==> config.mk <==
export PLATFORM = sky130hd
export DESIGN_NAME = fio_core
export DESIGN_NICKNAME = d
export VERILOG_FILES = /design/src/inc/fio_pkg.sv /design/src/rtl/fio_core.sv
export VERILOG_INCLUDE_DIRS = /design/src /design/src/inc
export SDC_FILE = /design/constraint.sdc
export NUM_CORES = 2
export LEC_CHECK = 0
export BUFFER_PORTS_ARGS = -buffer_cell sky130_fd_sc_hd__clkbuf_2
export CAP_MARGIN = 20
export CORE_AREA = 2 2 373 375
export CTS_BUF_LIST = sky130_fd_sc_hd__clkbuf_8
export CTS_CLUSTER_DIAMETER = 30
export DETAILED_ROUTE_END_ITERATION = 8
export DIE_AREA = 0 0 375 377
export MAX_ROUTING_LAYER = met4
export PLACE_DENSITY = 0.51
export SLEW_MARGIN = 20
export SYNTH_ARGS = -nofsm -noshare
export SYNTH_HDL_FRONTEND = slang
export SYNTH_SLANG_ARGS = --single-unit
==> constraint.sdc <==
create_clock -name clock -period 2.3 [get_ports clock]
set_clock_uncertainty 0.15 [all_clocks]
set_input_delay 0.23 -clock clock [delete_from_list [all_inputs] [get_ports clock]]
set_output_delay 0.23 -clock clock [all_outputs]
set_load 0.1 [all_outputs]
==> src/inc/fio_cfg.svh <==
// Purpose: Constants for the fieldbus I/O mode and image-table block
// Assumes: 125 MHz clock
`ifndef FIO_CFG_SVH
`define FIO_CFG_SVH
`define FIO_OUT_TIMEOUT_US   1000
`define FIO_CLK_MHZ          125
`define FIO_OUT_TIMEOUT_CYC  (`FIO_OUT_TIMEOUT_US * `FIO_CLK_MHZ)
`define FIO_TX_PERIOD_CYC    16'h0400
`define FIO_VALID_RST        1'b1
`endif

==> src/inc/fio_pkg.sv <==
// Purpose: Types for the fieldbus I/O mode and image-table block
// Assumes: Nothing
// Notes:   Mode codes are binary
package fio_pkg;
	typedef enum logic [1:0] {
		FIO_IDLE    = 2'b00,
		FIO_READY   = 2'b01,
		FIO_RUN_LK  = 2'b10,
		FIO_RUN_UL  = 2'b11
	} fio_mode_t;
	typedef enum logic [1:0] {
		FIO_PH_IN   = 2'b00,
		FIO_PH_OUT  = 2'b01
	} fio_phase_t;
endpackage : fio_pkg

==> src/rtl/fio_core.sv <==
// Purpose: Mode sequencing and discrete I/O image tables
// Assumes: Inputs other than module pins are synchronous to clock
// Notes:   Pins from modules pass two flip-flops
`timescale 1ns/1ps
`include "fio_cfg.svh"
module fio_core
	import fio_pkg::*;
#(
	parameter int MODS        = 8,
	parameter int PTS         = 8,
	parameter int TIMEOUT_CYC = `FIO_OUT_TIMEOUT_CYC
) (
	input  wire logic                 clock,
	input  wire logic                 reset_n,
	input  wire logic                 clk_en,
	// Network side
	input  wire logic                 net_present,
	input  wire logic                 net_comm_ok,
	input  wire logic                 net_cfg_valid,
	input  wire logic                 net_cfg_enable,
	input  wire logic                 net_cmd_idle,
	input  wire logic                 net_cmd_run,
	input  wire logic                 net_cmd_unlock,
	input  wire logic                 net_cmd_ready,
	input  wire logic                 net_out_strobe,
	input  wire logic [MODS*PTS-1:0]  net_out_data,
	input  wire logic [MODS*PTS-1:0]  net_out_valid_n,
	input  wire logic                 net_out_fresh,
	input  wire logic                 net_force_req,
	input  wire logic                 net_force_in,
	input  wire logic [MODS*PTS-1:0]  net_force_mask,
	input  wire logic [MODS*PTS-1:0]  net_force_val,
	input  wire logic                 net_in_req,
	// Handheld programmer side
	input  wire logic                 prog_cfg_req,
	input  wire logic                 prog_force_req,
	input  wire logic                 prog_force_in,
	input  wire logic [MODS*PTS-1:0]  prog_force_mask,
	input  wire logic [MODS*PTS-1:0]  prog_force_val,
	// Configuration
	input  wire logic [MODS-1:0]      cfg_in_hold,
	input  wire logic [MODS*PTS-1:0]  cfg_out_hold,
	input  wire logic [MODS*PTS-1:0]  cfg_out_dflt,
	// I/O nest
	input  wire logic [MODS*PTS-1:0]  mod_in_pins,
	input  wire logic [MODS-1:0]      mod_fault_pins,
	output logic [MODS*PTS-1:0]       mod_out,
	// Results
	output logic [1:0]                mode,
	output logic                      prog_cfg_ack,
	output logic                      prog_cfg_nak,
	output logic                      force_nak,
	output logic [MODS*PTS-1:0]       discrete_inputs,
	output logic [MODS*PTS-1:0]       discrete_input_validators,
	output logic [MODS*PTS-1:0]       discrete_output_validators,
	output logic [MODS*PTS-1:0]       out_processed,
	output logic                      commvar_valid,
	output logic [PTS-1:0]            commvar_data,
	output logic [PTS-1:0]            commvar_valid_n,
	output logic [7:0]                commvar_index
);
	localparam int N = MODS * PTS;

	initial begin
		if (MODS < 1 || MODS > 255 || PTS < 1 || TIMEOUT_CYC < 1)
			$error("fio_core: unsupported parameters");
	end

	// ----------------------------------------------------------------
	// Pin synchronisers
	// ----------------------------------------------------------------
	logic [N-1:0]    in_s1_q, in_s2_q;
	logic [MODS-1:0] flt_s1_q, flt_s2_q;
	always_ff @(posedge clock or negedge reset_n) begin
		if (!reset_n) begin
			in_s1_q  <= '0;
			in_s2_q  <= '0;
			flt_s1_q <= '0;
			flt_s2_q <= '0;
		end else if (clk_en) begin
			in_s1_q  <= mod_in_pins;
			in_s2_q  <= in_s1_q;
			flt_s1_q <= mod_fault_pins;
			flt_s2_q <= flt_s1_q;
		end
	end

	// ----------------------------------------------------------------
	// Mode sequencing
	// ----------------------------------------------------------------
	fio_mode_t mode_q, mode_d;
	wire in_run = (mode_q == FIO_RUN_LK) || (mode_q == FIO_RUN_UL);
	wire cfg_ok = net_cfg_valid && net_cfg_enable;
	always_comb begin
		mode_d = mode_q;
		unique case (mode_q)
			FIO_IDLE: begin
				if (net_present && net_comm_ok && cfg_ok)
					mode_d = FIO_READY;
			end
			FIO_READY: begin
				if (net_cmd_idle || !net_present)
					mode_d = FIO_IDLE;
				else if (net_cmd_run && net_comm_ok)
					mode_d = net_cmd_unlock ? FIO_RUN_UL : FIO_RUN_LK;
			end
			FIO_RUN_LK, FIO_RUN_UL: begin
				if (net_cmd_ready || !net_comm_ok || !net_present)
					mode_d = FIO_READY;
				else if (net_cmd_run)
					mode_d = net_cmd_unlock ? FIO_RUN_UL : FIO_RUN_LK;
			end
		endcase
	end
	wire enter_idle = (mode_q != FIO_IDLE) && (mode_d == FIO_IDLE);
	always_ff @(posedge clock or negedge reset_n) begin
		if (!reset_n)
			mode_q <= FIO_IDLE;
		else if (clk_en)
			mode_q <= mode_d;
	end

	// ----------------------------------------------------------------
	// Request gating
	// ----------------------------------------------------------------
	wire idle_rdy   = (mode_q == FIO_IDLE) || (mode_q == FIO_READY);
	wire prog_cfg_ok = (mode_q == FIO_IDLE);
	wire prog_frc_ok = prog_force_req && idle_rdy && !prog_cfg_req;
	wire net_frc_ok = net_force_req && (mode_q == FIO_READY);
	wire frc_ok     = prog_frc_ok || net_frc_ok;
	wire frc_bad    = (prog_force_req && !idle_rdy) ||
	                  (net_force_req && (mode_q != FIO_READY));
	wire frc_in     = prog_frc_ok ? prog_force_in : net_force_in;
	wire [N-1:0] frc_mask = prog_frc_ok ? prog_force_mask : net_force_mask;
	wire [N-1:0] frc_val  = prog_frc_ok ? prog_force_val : net_force_val;

	// ----------------------------------------------------------------
	// Force tables, kept apart from state and validator tables
	// ----------------------------------------------------------------
	logic [N-1:0] in_frc_flag_q, in_frc_val_q;
	logic [N-1:0] out_frc_flag_q, out_frc_val_q;
	always_ff @(posedge clock or negedge reset_n) begin
		if (!reset_n) begin
			in_frc_flag_q  <= '0;
			in_frc_val_q   <= '0;
			out_frc_flag_q <= '0;
			out_frc_val_q  <= '0;
		end else if (clk_en && frc_ok && frc_in) begin
			in_frc_flag_q <= frc_mask;
			in_frc_val_q  <= frc_val & frc_mask;
		end else if (clk_en && frc_ok) begin
			out_frc_flag_q <= frc_mask;
			out_frc_val_q  <= frc_val & frc_mask;
		end
	end

	// ----------------------------------------------------------------
	// Scan phase: input scan then output scan
	// ----------------------------------------------------------------
	fio_phase_t ph_q;
	always_ff @(posedge clock or negedge reset_n) begin
		if (!reset_n)
			ph_q <= FIO_PH_IN;
		else if (clk_en)
			ph_q <= (ph_q == FIO_PH_IN) ? FIO_PH_OUT : FIO_PH_IN;
	end
	wire in_scan  = (ph_q == FIO_PH_IN);
	wire out_scan = (ph_q == FIO_PH_OUT);

	// ----------------------------------------------------------------
	// Discrete input table
	// ----------------------------------------------------------------
	logic [N-1:0] in_q, in_val_n_q;
	logic [N-1:0] in_scan_d, in_vscan_d;
	genvar g;
	generate
		for (g = 0; g < MODS; g++) begin : g_in
			wire [PTS-1:0] raw = in_s2_q[g*PTS +: PTS];
			wire [PTS-1:0] old = in_q[g*PTS +: PTS];
			wire [PTS-1:0] dfl = cfg_in_hold[g] ? old : '0;
			assign in_scan_d[g*PTS +: PTS]  = flt_s2_q[g] ? dfl : raw;
			assign in_vscan_d[g*PTS +: PTS] = {PTS{flt_s2_q[g]}};
		end
	endgenerate
	wire [N-1:0] in_d = (in_scan_d & ~in_frc_flag_q) |
	                    (in_frc_val_q & in_frc_flag_q);
	wire [N-1:0] iv_scan = (mode_q == FIO_IDLE) ? {N{1'b1}} : in_vscan_d;
	wire [N-1:0] iv_d    = iv_scan & ~in_frc_flag_q;
	always_ff @(posedge clock or negedge reset_n) begin
		if (!reset_n) begin
			in_q       <= '0;
			in_val_n_q <= {N{`FIO_VALID_RST}};
		end else if (clk_en && enter_idle) begin
			in_val_n_q <= {N{1'b1}};
		end else if (clk_en && in_scan) begin
			in_q       <= in_d;
			in_val_n_q <= iv_d;
		end
	end

	// ----------------------------------------------------------------
	// Discrete output table and validators
	// ----------------------------------------------------------------
	localparam int TW = $clog2(TIMEOUT_CYC + 1);
	logic [TW-1:0] to_cnt_q;
	logic          to_q;
	wire check_fresh = (mode_q == FIO_RUN_LK);
	wire rx_ok = net_out_strobe && in_run &&
	             (!check_fresh || net_out_fresh);
	always_ff @(posedge clock or negedge reset_n) begin
		if (!reset_n) begin
			to_cnt_q <= '0;
			to_q     <= 1'b1;
		end else if (clk_en) begin
			if (rx_ok || !in_run) begin
				to_cnt_q <= '0;
				to_q     <= !in_run;
			end else if (to_cnt_q == TW'(TIMEOUT_CYC - 1)) begin
				to_q     <= 1'b1;
			end else begin
				to_cnt_q <= to_cnt_q + 1'b1;
			end
		end
	end

	logic [N-1:0] q_rx_q, q_val_n_q, q_proc_q, q_out_q;
	always_ff @(posedge clock or negedge reset_n) begin
		if (!reset_n) begin
			q_rx_q    <= '0;
			q_val_n_q <= {N{`FIO_VALID_RST}};
		end else if (clk_en && enter_idle) begin
			q_val_n_q <= {N{1'b1}};
		end else if (clk_en && rx_ok) begin
			q_rx_q    <= net_out_data;
			q_val_n_q <= net_out_valid_n;
		end else if (clk_en && (to_q || !in_run)) begin
			q_val_n_q <= {N{1'b1}};
		end
	end

	wire [N-1:0] q_dflt = (cfg_out_hold & q_proc_q) |
	                      (~cfg_out_hold & cfg_out_dflt);
	wire [N-1:0] q_proc_d = (q_rx_q & ~q_val_n_q) |
	                        (q_dflt & q_val_n_q);
	wire [N-1:0] q_out_d  = (q_proc_q & ~out_frc_flag_q) |
	                        (out_frc_val_q & out_frc_flag_q);
	always_ff @(posedge clock or negedge reset_n) begin
		if (!reset_n) begin
			q_proc_q <= '0;
			q_out_q  <= '0;
		end else if (clk_en && out_scan) begin
			q_proc_q <= q_proc_d;
			q_out_q  <= q_out_d;
		end
	end

	// ----------------------------------------------------------------
	// Periodic input variables towards the network
	// ----------------------------------------------------------------
	logic [15:0] tx_cnt_q;
	logic [7:0]  tx_idx_q;
	logic        cv_valid_q;
	logic [PTS-1:0] cv_data_q, cv_vn_q;
	wire tx_tick = (tx_cnt_q == `FIO_TX_PERIOD_CYC) || net_in_req;
	wire tx_go   = tx_tick && in_run;
	always_ff @(posedge clock or negedge reset_n) begin
		if (!reset_n) begin
			tx_cnt_q   <= '0;
			tx_idx_q   <= '0;
			cv_valid_q <= 1'b0;
			cv_data_q  <= '0;
			cv_vn_q    <= '0;
		end else if (clk_en) begin
			tx_cnt_q   <= tx_tick ? 16'h0000 : tx_cnt_q + 16'h0001;
			cv_valid_q <= tx_go;
			if (tx_go) begin
				cv_data_q <= in_q[tx_idx_q*PTS +: PTS];
				cv_vn_q   <= in_val_n_q[tx_idx_q*PTS +: PTS];
				tx_idx_q  <= (tx_idx_q == 8'(MODS - 1)) ? 8'h00
				             : tx_idx_q + 8'h01;
			end
		end
	end

	// ----------------------------------------------------------------
	// Programmer answers and force refusals
	// ----------------------------------------------------------------
	logic ack_q, nak_q, fnak_q;
	always_ff @(posedge clock or negedge reset_n) begin
		if (!reset_n) begin
			ack_q  <= 1'b0;
			nak_q  <= 1'b0;
			fnak_q <= 1'b0;
		end else if (clk_en) begin
			ack_q  <= prog_cfg_req && prog_cfg_ok;
			nak_q  <= prog_cfg_req && !prog_cfg_ok;
			fnak_q <= frc_bad;
		end
	end

	assign mod_out                    = q_out_q;
	assign mode                       = mode_q;
	assign prog_cfg_ack               = ack_q;
	assign prog_cfg_nak               = nak_q;
	assign force_nak                  = fnak_q;
	assign discrete_inputs            = in_q;
	assign discrete_input_validators  = in_val_n_q;
	assign discrete_output_validators = q_val_n_q;
	assign out_processed              = q_proc_q;
	assign commvar_valid              = cv_valid_q;
	assign commvar_data               = cv_data_q;
	assign commvar_valid_n            = cv_vn_q;
	assign commvar_index              = tx_idx_q;
endmodule : fio_core

==> flow_summary_export.csv <==
group,metric,value,unit
outcome,status,"finished clean",
clock_network,root_buffer,"clkbuf_8",
critical_path,endpoint_kind,"register",
power,p_per_area,1260,nW/um^2
synth,synth.cell_area,37800,sq um
synth,syn_nets,3724,
synth,yosys.cell_types.count,59,
min_path,hold_start,"prog_force_mask[23]",
min_path,hold_depth,4,
floorplan,fp.dieW,375,um
critical_path,reg2reg_from,"mode[1]",
sta,hold_slack,0.0999,ns
synth,postSynth.topFlopCell,"dfrtp_1",
route,vias_per_cell,4.90,
critical_path,r2r_slack,0.06,ns
finish,area_delta_synth_final,67.0,%
route,ant_nets,0,
sta,setup_viol_count_final,0,
sta,maxSlewViolCount,0,
clock_network,numCtsBuffers,222,
clock_network,clock_path_buffers,3,
grt,track_usage,24.3,%
finish,most-common-layout-cells,"dlygate4sd3_1, clkbuf_2, dfrtp_1, mux2_2, clkbuf_8",
grt,grt_max_degree,73,
synth,async_flop_share,100,%
sta,fin_crit,2.24,ns
sta,worst_pin_slew,0.672,ns
critical_path,crit_required,2.90,ns
grt,first_global_vias,38000,
place,portBuffers,960,
synth,avgSynthCellArea,12.1,sq um
finish,final_common_cell,"dlygate4sd3_1",
floorplan,io_pins,961,
synth,netlist_instances,3109,
finish,utilization,46.1,%
grt,overflow,0,
route,routedWlPerCell,23.5,um
min_path,hold_path.class,"input pin to register",
clock_network,cts_tree,"built",
floorplan,start_util,27.6,%
place,gp_congestion,0.879,
sta,hold_viol,0,
route,drc,0,
floorplan,die-area,141000,sq um
critical_path,ff2ff_path_depth,6,
route,first_iter_violations,2197,
synth,ys_seq_elements,849,
clock_network,clk_pin_slew,0.06,ns
critical_path,path_class,"register to register",
clock_network,cts_max_level,4,
min_path,min_to,"out_frc_flag_q[23]",
critical_path,cp_data_arrival_time,2.84,ns
flow_run,maxCapViolations,0,
power,total_leakage_power,0.0287,uW
clock_network,clock_latency,0.92,ns
route,finalWirelength,171000,um
route,dr.pass1.iters,6,
floorplan,core_area,137000,sq um
synth,synth_edf_count,0,
synth,yosysSeqAreaShare,56.7,%
finish,layout-drive-gt1-share,38.7,%
synth,ys_warn_count,0,
critical_path,critPathLaunchType,"register",
floorplan,die_height,377,um
power,vdd_ir_drop_max,0.00117,V
sta,slew_headroom,55.4,%
sta,period_share,97.4,%
power,total_power,79500,uW
finish,num-nets-final,5903,
sta,max_freq,446,MHz
route,vias,35800,
place,place_hpwl,121000,um
critical_path,worstPathMaxFanout,26,
grt,antenna_found_initial,31,
finish,n_fill_cell,12300,
clock_network,cts_sinks,849,
grt,grt_pass1_wl,249000,um
sta,tns,0,ns
critical_path,timing.rr.end,"in_frc_flag_q[28]",
floorplan,fp-row-count,136,
sta,rsz0062_at_grt,"true",
-- cells by family (layout without fill, tap and decap cells) --
kind of cell	Yosys count	count (layout)	synth area share, %
adders and majority gates	4	4	0.133
muxes	626	626	19.4
and+or+nand+nor	665	665	8.27
buffers and inverters	196	2574	2.58
other	0	17	0
AOI/OAI and AO/OA	748	748	12.5
DFF	849	849	56.7
xor gates and xnor gates	21	21	0.487
-- layer usage --
layer / up-vias / track usage, % / part of all wire, %
met5: - / - / 0
met4: 0 / 10.1 / 3.6
met3: 346 / 6.53 / 7.1
met2: 1482 / 37.6 / 47
met1: 18100 / 30.1 / 43
li1: 15800 / - / -
-- through the flow --
| stage | cells | area (sq um) | worst slack [ns] |
|---|---|---|---|
| floorplan | 3109 | 37900 | -0.0322 |
| global placement | 5854 | 46000 | -0.00430 |
| detailed placement | 5854 | 46000 | -0.0468 |
| CTS | 7275 | 62900 | -0.0733 |
| global route | 7296 | 63100 | -0.0254 |
| finish | 7298 | 63100 | 0.0591 |
-- report_power, final --
| part | total (uW) | internal, uW | switching (uW) |
|---|---|---|---|
| clock | 23700 | 15300 | 8380 |
| sequential | 23800 | 19100 | 4730 |
| combinational | 32000 | 9250 | 22800 |
-- critical path, stage by stage (launching register included) --
cell and delay (ns):
dfrtp_4 0.49, nor3b_4 0.19, buf_4 0.17, buf_8 0.19
buf_16 0.20, mux2_2 0.37, mux2_1 0.28
-- synth_stat cells, types with 3 or more instances --
cell	number	area, sq um
nand2b_1	64	400
o22a_1	128	1120
nand3_1	82	410
a21oi_1	106	531
dfstp_2	129	3390
xor2_1	11	96.3
buf_2	58	290
ha_1	4	50.1
a21o_1	4	30.0
nor4b_1	3	26.3
o211ai_1	5	37.5
xnor2_1	10	87.6
buf_1	5	18.8
mux2i_1	64	641
and3_1	7	43.8
mux2_2	394	4440
o21ai_1	14	70.1
mux4_2	32	721
nor3_1	12	60.1
or3_1	66	413
nand2_1	166	623
nor2_1	224	841
nor4_1	6	37.5
a22oi_1	79	593
nand4_1	10	62.6
clkbuf_1	94	353
or4_1	5	37.5
inv_1	12	45.0
o31ai_1	69	518
nor3b_1	4	30.0
buf_4	8	60.1
dfrtp_1	720	18000
and4_1	4	35.0
mux2_1	136	1530
buf_6	18	203
o21ai_0	324	1620
and2_1	5	31.3
-- worst max-delay path by stage --
stage / startpoint / endpoint / slack [ns] / cells after the start
finish: mode[1] / in_frc_flag_q[28] / 0.06 / 6
global route: discrete_input_validators[7] / discrete_input_validators[7] / -0.03 / 1
CTS: mode[1] / in_frc_flag_q[37] / -0.07 / 5
detailed placement: mode[1] / out_frc_flag_q[45] / -0.05 / 5
global placement: mode[1] / in_frc_flag_q[40] / -0.004 / 5
floorplan: mode[1] / out_frc_flag_q[61] / -0.03 / 7
-- repair_timing --
action                                  4_1_cts  5_1_grt
cloned                                        0        2
pin swaps                                     0        1
endpoints found under the setup margin      287      156
hold buffers                                992        0
endpoints found under the hold margin      1636        0
resized for setup                           340       24
buffers inserted                              6        4
-- area by class of cell --
class | count | area (sq um) | share of cell area (%)
sequential | 849 | 21400 | 34.0
timing repair buffer | 2138 | 18200 | 28.8
multi-input combinational | 2064 | 15500 | 24.6
clock buffer | 259 | 3560 | 5.65
tap | 1794 | 2240 | 3.56
clock inverter | 164 | 2020 | 3.21
inverter | 13 | 48.8 | 0.0773
antenna | 17 | 42.5 | 0.0674
Power figures use the tool's default switching activity.
